## src/hw/uhftx_regs.vh

```
`ifndef UHFTX_REGS_VH
`define UHFTX_REGS_VH
// Feedback divider ratios per band select level
`define UHFTX_DIV_LOW_BANDS 7'h20
`define UHFTX_DIV_HIGH_BAND 7'h40
// Reference clock toggles every half of 64 crystal cycles
`define UHFTX_REF_DIV 6'h3f
`define UHFTX_REF_HALF 6'h1f
// Lock-in time in microseconds, and the core clock period in ns
`define UHFTX_LOCK_IN_US 16'h0064
`define UHFTX_CLK_NS 16'h0032
// 100 us over 50 ns is 2000 cycles; kept as a plain constant because the
// product overflows a 16-bit expression
`define UHFTX_LOCK_CYCLES 16'h07d0
// Sample FIFO geometry
`define UHFTX_FIFO_W 1
`define UHFTX_FIFO_D 8
`endif

```

## src/hw/uhftx_ctrl.v

```verilog
// Operation
// - Band select high picks divide-by-32, low picks divide-by-64.
// - Phase detector out of limits disables the RF output stage.
// - Modulation low: on/off keying, data 1 turns output stage on.
// - Modulation high: shift keying, data 1 closes crystal-pull switch.
// - Bit-rate reference toggles at crystal frequency divided by 64.
// - Standby keeps every function off.
// - While acquiring, RF stays off but the reference clock runs.
// - Within lock-in range, wait for first data; lock may still settle.
// - Data rising edge starts sending; later data modulate the output.
// - Out-of-lock: RF off, reference clock keeps running.
// - Undervoltage switches all off, latched until enable goes low.
`timescale 1ns/1ps
`include "uhftx_regs.vh"
module uhftx_ctrl (
   // Clock and reset
   input wire core_clk_i,
   input wire resetn_i,
   // Host control pins
   input wire enable_i,
   input wire serial_data_i,
   input wire band_select_i,
   input wire mod_select_i,
   // Analog status
   input wire pll_in_range_i,
   input wire pfd_in_limits_i,
   input wire undervoltage_cutoff_level_i,
   // Outputs
   output reg bit_rate_reference_out_o,
   output reg antenna_drive_out_o,
   output reg crystal_pull_switch_pin_o,
   output reg pll_enable_o,
   output reg [6:0] pll_divider_o,
   output reg [5:0] state_o,
   output reg data_overrun_o
);
   // ****************************************
   // States
   // ****************************************
   localparam ST_STANDBY = 6'h01;
   localparam ST_ACQUIRE = 6'h02;
   localparam ST_WAIT = 6'h04;
   localparam ST_SEND = 6'h08;
   localparam ST_UNLOCK = 6'h10;
   localparam ST_SHUTDOWN = 6'h20;

   // ****************************************
   // Input synchronisers
   // ****************************************
   reg [6:0] sync_a;
   reg [6:0] sync_b;
   wire [6:0] raw_in;
   assign raw_in = {mod_select_i, band_select_i, undervoltage_cutoff_level_i,
                    pfd_in_limits_i, pll_in_range_i, serial_data_i, enable_i};
   genvar gi;
   generate
      for (gi = 0; gi < 7; gi = gi + 1) begin : g_sync
         always @(posedge core_clk_i) begin
            if (!resetn_i) begin
               sync_a[gi] <= 1'b0;
               sync_b[gi] <= 1'b0;
            end else begin
               sync_a[gi] <= raw_in[gi];
               sync_b[gi] <= sync_a[gi];
            end
         end
      end
   endgenerate
   wire en_s = sync_b[0];
   wire data_s = sync_b[1];
   wire range_s = sync_b[2];
   wire pfd_ok_s = sync_b[3];
   wire uv_s = sync_b[4];
   wire band_s = sync_b[5];
   wire mod_s = sync_b[6];
   reg data_d;
   wire data_rise = data_s && !data_d;

   // ****************************************
   // Main state machine
   // ****************************************
   reg [5:0] state;
   reg [5:0] next_state;
   reg [15:0] lock_cnt;
   wire lock_done = (lock_cnt == `UHFTX_LOCK_CYCLES);

   always @* begin
      next_state = state;
      if (!en_s) begin
         next_state = ST_STANDBY;
      end else if (uv_s || state == ST_SHUTDOWN) begin
         next_state = ST_SHUTDOWN;
      end else begin
         case (state)
            ST_STANDBY: begin
               next_state = ST_ACQUIRE;
            end
            ST_ACQUIRE: begin
               if (range_s) begin
                  next_state = ST_WAIT;
               end
            end
            ST_WAIT: begin
               if (!pfd_ok_s) begin
                  next_state = ST_UNLOCK;
               end else if (data_rise) begin
                  next_state = ST_SEND;
               end
            end
            ST_SEND: begin
               if (!pfd_ok_s) begin
                  next_state = ST_UNLOCK;
               end
            end
            ST_UNLOCK: begin
               if (pfd_ok_s && range_s) begin
                  next_state = ST_WAIT;
               end
            end
            default: begin
               next_state = ST_STANDBY;
            end
         endcase
      end
   end

   always @(posedge core_clk_i) begin
      if (!resetn_i) begin
         state <= ST_STANDBY;
         lock_cnt <= 16'h0000;
         data_d <= 1'b0;
      end else begin
         state <= next_state;
         data_d <= data_s;
         // Lock-in timer runs from entry into the waiting state
         if (next_state != ST_WAIT && next_state != ST_SEND) begin
            lock_cnt <= 16'h0000;
         end else if (!lock_done) begin
            lock_cnt <= lock_cnt + 16'h0001;
         end
      end
   end

   // ****************************************
   // Data path through the sample FIFO
   // ****************************************
   // Samples queue in the FIFO so the modulator sees them in order,
   // one per cycle; a full FIFO while sending flags an overrun.
   wire fifo_in_ready;
   wire fifo_out_valid;
   wire fifo_out_data;
   wire sending = (state == ST_SEND);
   wire send_next = (next_state == ST_SEND);
   uhftx_fifo #(
      .W(`UHFTX_FIFO_W),
      .D(`UHFTX_FIFO_D),
      .AW(3)
   ) u_fifo (
      .core_clk_i(core_clk_i),
      .resetn_i(resetn_i),
      .flush_i(!sending),
      .in_valid_i(sending),
      .in_data_i(data_s),
      .in_ready_o(fifo_in_ready),
      .out_valid_o(fifo_out_valid),
      .out_data_o(fifo_out_data),
      .out_ready_i(sending && pfd_ok_s)
   );

   // ****************************************
   // Reference divider
   // ****************************************
   reg [5:0] ref_cnt;
   // Gated on the coming state so the clock stops in step with state_o
   wire ref_run = (next_state != ST_STANDBY) &&
                  (next_state != ST_SHUTDOWN);

   always @(posedge core_clk_i) begin
      if (!resetn_i) begin
         ref_cnt <= 6'h00;
         bit_rate_reference_out_o <= 1'b0;
      end else if (!ref_run) begin
         ref_cnt <= 6'h00;
         bit_rate_reference_out_o <= 1'b0;
      end else begin
         ref_cnt <= ref_cnt + 6'h01;
         if (ref_cnt == `UHFTX_REF_HALF || ref_cnt == `UHFTX_REF_DIV) begin
            bit_rate_reference_out_o <= ~bit_rate_reference_out_o;
         end
      end
   end

   // ****************************************
   // Output stage and switches
   // ****************************************
   always @(posedge core_clk_i) begin
      if (!resetn_i) begin
         antenna_drive_out_o <= 1'b0;
         crystal_pull_switch_pin_o <= 1'b0;
         pll_enable_o <= 1'b0;
         pll_divider_o <= `UHFTX_DIV_HIGH_BAND;
         state_o <= ST_STANDBY;
         data_overrun_o <= 1'b0;
      end else begin
         state_o <= next_state;
         pll_enable_o <= ref_run;
         pll_divider_o <= band_s ? `UHFTX_DIV_LOW_BANDS
                                 : `UHFTX_DIV_HIGH_BAND;
         if (!send_next || !pfd_ok_s) begin
            // RF dead outside transmit or on lock loss
            antenna_drive_out_o <= 1'b0;
            crystal_pull_switch_pin_o <= 1'b0;
         end else if (fifo_out_valid) begin
            if (mod_s) begin
               antenna_drive_out_o <= 1'b1;
               crystal_pull_switch_pin_o <= fifo_out_data;
            end else begin
               antenna_drive_out_o <= fifo_out_data;
               crystal_pull_switch_pin_o <= 1'b0;
            end
         end
         if (state == ST_STANDBY) begin
            data_overrun_o <= 1'b0;
         end else if (sending && !fifo_in_ready) begin
            data_overrun_o <= 1'b1;
         end
      end
   end
endmodule

```

## src/hw/uhftx_fifo.v

```verilog
`timescale 1ns/1ps
module uhftx_fifo #(
   parameter W = 1,
   parameter D = 8,
   parameter AW = 3
) (
   // Clock and reset
   input wire core_clk_i,
   input wire resetn_i,
   input wire flush_i,
   // Write side
   input wire in_valid_i,
   input wire [W-1:0] in_data_i,
   output wire in_ready_o,
   // Read side
   output wire out_valid_o,
   output wire [W-1:0] out_data_o,
   input wire out_ready_i
);
   reg [W-1:0] mem [0:D-1];
   reg [AW-1:0] wr_ptr;
   reg [AW-1:0] rd_ptr;
   reg [AW:0] count;
   wire push;
   wire pop;
   assign in_ready_o = (count != D[AW:0]);
   assign out_valid_o = (count != {(AW+1){1'b0}});
   assign out_data_o = mem[rd_ptr];
   assign push = in_valid_i && in_ready_o;
   assign pop = out_valid_o && out_ready_i;
   always @(posedge core_clk_i) begin
      if (push) begin
         mem[wr_ptr] <= in_data_i;
      end
   end
   always @(posedge core_clk_i) begin
      if (!resetn_i || flush_i) begin
         wr_ptr <= {AW{1'b0}};
         rd_ptr <= {AW{1'b0}};
         count <= {(AW+1){1'b0}};
      end else begin
         if (push) begin
            wr_ptr <= wr_ptr + 1'b1;
         end
         if (pop) begin
            rd_ptr <= rd_ptr + 1'b1;
         end
         if (push && !pop) begin
            count <= count + 1'b1;
         end else if (pop && !push) begin
            count <= count - 1'b1;
         end
      end
   end
endmodule

```

## config.mk

```make
export PLATFORM = sky130hd
export DESIGN_NAME = uhftx_ctrl
export DESIGN_NICKNAME = d
export VERILOG_FILES = /design/src/hw/uhftx_ctrl.v /design/src/hw/uhftx_fifo.v
export VERILOG_INCLUDE_DIRS = /design/src /design/src/hw
export SDC_FILE = /design/constraint.sdc
export NUM_CORES = 1
export LEC_CHECK = 0
export BUFFER_PORTS_ARGS = -buffer_cell sky130_fd_sc_hd__buf_4
export CORE_MARGIN = 2
export CORE_UTILIZATION = 51
export DETAILED_ROUTE_END_ITERATION = 7
export PLACE_DENSITY = 0.73
export SLEW_MARGIN = 20
export SYNTH_ARGS = -nofsm -noshare
export SYNTH_HDL_FRONTEND = slang
export SYNTH_SLANG_ARGS = --single-unit
```

## constraint.sdc

```tcl
create_clock -name core_clk_i -period 2.7 [get_ports core_clk_i]
set_clock_uncertainty 0.05 [all_clocks]
set_input_delay 0.81 -clock core_clk_i [delete_from_list [all_inputs] [get_ports core_clk_i]]
set_output_delay 0.81 -clock core_clk_i [all_outputs]
set_load 0.05 [all_outputs]
```

==> impl_results.md <==
- Fin. Hold Viols: 0
- ANT cells: 0
- P_int: around 1.1 mW
- Antenna Nets Post-Route: 0
- Pin count of the biggest net entering global routing: 21
- IO Pins: 27
- Cells on worst reg2reg path: 10
- Synth unique cells: 45
- Post-CTS setup buffers: 0
- Setup CP Type: flip-flop to flip-flop
- RSZ-0062 raised after global routing: no
- Final Power: between 1 and 1.5 mW
- Hold crit path type: flip-flop to flip-flop
- Startpoint types: flip-flop
- Compound-Gate Fraction of Synth Area: 7.13%
- Gate Count Post-Synth: 221
- Final Cycle Share: approximately 95%
- Syn Area/Cell: 10.2 µm²
- Worst Path Arrival: 2.75 ns
- Initial antenna violation count: 0
- Die area: around 5000 µm²
- GRT overflow: 0
- Area share of xor/xnor cells in the synthesized design: 4.65%
- Switching Fraction: between 15 and 20%
- Die Y-Extent: just over 70 µm
- Synth Flop Type: dfxtp_1
- Total CTS buffers: 5
- Synthesized area: 2260 µm²
- GRT Util Overall: 17.0%
- R2R setup slack: 0.13 ns
- Hold_buf cts: 0
- Leakage: ~1.0 nW
- Residual DRC: 0
- Peak Freq: approximately 390 MHz
- Post-synthesis mux area share: 4.26%
- Hold Crit Endpoint: pll_divider_o[6]$_SDFF_PN1_
- Critical R2R Capture: u_fifo.count[3]$_SDFFE_PP0P_
- Final core occ: between 60% and 70%
- Final setup viols: 0
- GP Congestion: 0.841
- Nets@finish: around 270
- CTS max path bufs: 2
- Non-filler cells in the finished layout: just over 300
- Slew Limit Fails: 0
- Fin crit period: 2.57 ns
- Final worst slack: 0.125 ns
- Synth Area in Simple Gates: a little under a quarter
- Slowest-stage cell, CP: or4_4
- Worst R2R Start: u_fifo.count[0]$_SDFFE_PP0P_
- CP Capture Type: flip-flop
- Critical Path RT: ~2.9 ns
- Pwr Density: 534 nW/µm²
- Synth Warn #: 0
- Total Wirelength: slightly below 4000 µm
- Post-DP HPWL: ~2900 µm
- First-pass GRT wire length: 6680 µm
- Root buffer cell: clkbuf_8
- Commonest non-fill, non-tap cell in the layout: dfxtp_1
- Max-Cap Viols: 0
- Reg power frac: 59.4%
- Post-Synth Adder-Cell Area: ~4.2%
- FF+latch count, synth: 54
- Area growth syn-to-layout: 16.0%
- Status: finished, final reports clean
- Mean routed wirelength per cell: 12.8 µm
- Layout cell share with drive strength beyond 1: approximately 22%
- Post-synthesis sequential area ratio: about 50%
- FP Rows: 24
- DP Worst Slack: 0.0266 ns
- Core footprint: roughly 4300 µm²
- Starting Density: 52.3%
- Placed cells: 295
- Vias: roughly 1600
- Clock power frac: between 30% and 40%
- CTS clk-pin slew, worst paths: ~0.080 ns
- Die Width: about 71 µm
- Crit-path most repeated cell: mux2i_1
- EDFF count, synth: 8
- WHS Path Cells: 1
- Vias in the first global route: approximately 1500
- TritonCTS clock tree: yes
- Vias per std cell: ~5.3
- IO Port Bufs: 21
- Cts repair resizes: 0
- Worst Path Max Fanout: 6
- Comb power frac: a little over 4%
- Leading cell types in the layout, fill and taps excluded: dfxtp_1, buf_4, nor2_1, and2_1, nand2b_1
- Iteration-0 DRC count of the detailed router: approximately 180
- H-Tree Depth: 2
- CTS sink cnt: 54
- Hold wc startpoint: band_s$_SDFF_PN0_
- Largest family of logic cells by synthesized area: simple AND/OR/NAND/NOR gates
- Later-pin clock latency in the skew report: about 0.30 ns
- Setup tns final: 0 ns
- Worst slew pin tran: between 0.4 and 0.5 ns
- Async set-reset flop share out of synthesis: 0%
- 1st-pass router iterations: 4
- Worst slew margin: 67.1%
- Sw power: ~0.28 mW
- Peak VDD IR: approximately 0.00039 V
- Max incr delay on CP: 0.54 ns
- Worst-path cell chain: buf_4 -> or4_4 -> nand4_1 -> ha_2 -> inv_1 -> ha_1 -> a21o_1 -> a21oi_2 -> mux2i_1 -> mux2i_1
[worst max-delay path, delay by kind of cell (launching register included)]
| kind | cells | cell delay (ns) |
|---|---|---|
| mux | 2 | 0.41 |
| simple gates | 2 | 0.69 |
| buf+inv | 2 | 0.22 |
| compound gates | 2 | 0.34 |
| fa+ha+maj | 2 | 0.48 |
| flops | 1 | 0.32 |
[per-layer routing]
metal | up-vias | wire, µm | track usage [%]
li1 | 809 | - | -
met1 | 757 | 1700 | 20.4
met2 | 39 | 1900 | 29.4
met3 | 7 | 214 | 4.56
met4 | 0 | 55 | 6.29
met5 | - | 0 | 0
[worst max path at each step]
stage,start,to,cells past startpoint
CTS,u_fifo.count[3]$_SDFFE_PP0P_,u_fifo.count[3]$_SDFFE_PP0P_,9
global route,u_fifo.count[0]$_SDFFE_PP0P_,u_fifo.count[3]$_SDFFE_PP0P_,10
finish,u_fifo.count[0]$_SDFFE_PP0P_,u_fifo.count[3]$_SDFFE_PP0P_,10
detailed placement,u_fifo.count[3]$_SDFFE_PP0P_,u_fifo.count[3]$_SDFFE_PP0P_,9
global placement,u_fifo.count[3]$_SDFFE_PP0P_,u_fifo.count[3]$_SDFFE_PP0P_,9
floorplan,state_o[3]$_SDFF_PN0_,u_fifo.count[3]$_SDFFE_PP0P_,10
[power groups by stage]
stage / registers, mW / logic, mW / clock network [mW]
floorplan: 0.857 / 0.0420 / 0
global placement: 0.851 / 0.0574 / 0
detailed placement: 0.852 / 0.0583 / 0
CTS: 0.833 / 0.0585 / 0.523
global route: 0.834 / 0.0634 / 0.556
finish: 0.833 / 0.0581 / 0.512
[synth_stat cells, types with 3 or more instances]
cell | n | area, µm²
nand2_1 | 7 | 26.3
a21o_1 | 3 | 22.5
nand4_1 | 3 | 18.8
nand3_1 | 5 | 25.0
nor4_1 | 3 | 18.8
dfxtp_1 | 46 | 921
edfxtp_1 | 8 | 240
and2_1 | 16 | 100
nand2b_1 | 10 | 62.6
mux2i_1 | 4 | 40.0
xor2_1 | 7 | 61.3
clkbuf_1 | 3 | 11.3
nor3_1 | 9 | 45.0
o21ai_0 | 4 | 20.0
inv_1 | 5 | 18.8
buf_4 | 6 | 45.0
xnor2_1 | 5 | 43.8
ha_1 | 6 | 75.1
nor2_1 | 29 | 109
a21oi_1 | 7 | 35.0
buf_2 | 3 | 15.0
or4_1 | 3 | 22.5
[metrics by stage]
stage                     hold WS (ns)  instance area, µm²
final                            0.350                2630
after global routing             0.373                2630
after CTS                        0.348                2610
after detailed placement         0.328                2500
after global placement           0.317                2500
after floorplan                  0.313                2280
[registers in the layout, indices dropped and copies added (netlist names), 2 cells and up, named ones only]
name / flops
ref_cnt: 5
pll_divider_o: 2
state_o: 6
sync_a: 7
u_fifo.wr_ptr: 3
u_fifo.mem: 8
u_fifo.count: 4
u_fifo.rd_ptr: 3
[cells by family (layout without fill, tap and decap cells)]
group	after synthesis	count (layout)
other	1	5
XOR/XNOR	12	12
adder cells (fa/ha/maj)	7	7
multiplexers	7	7
buffers and inverters	20	46
AO/OA/AOI/OAI	24	24
AND/OR/NAND/NOR	96	96
flip-flops	54	54
[final cells by class]
| class | instances | area, µm² |
|---|---|---|
| fillers | 382 | 1700 |
| well taps | 52 | 65.1 |
| clock buffers | 7 | 76.3 |
| repair buffers | 33 | 248 |
| flip-flops and latches | 54 | 1160 |
| multi-input cells | 151 | 1020 |
| clock inverters | 1 | 30.0 |
| inverters | 5 | 18.8 |
No activity file was read; power rests on OpenSTA's default activity.
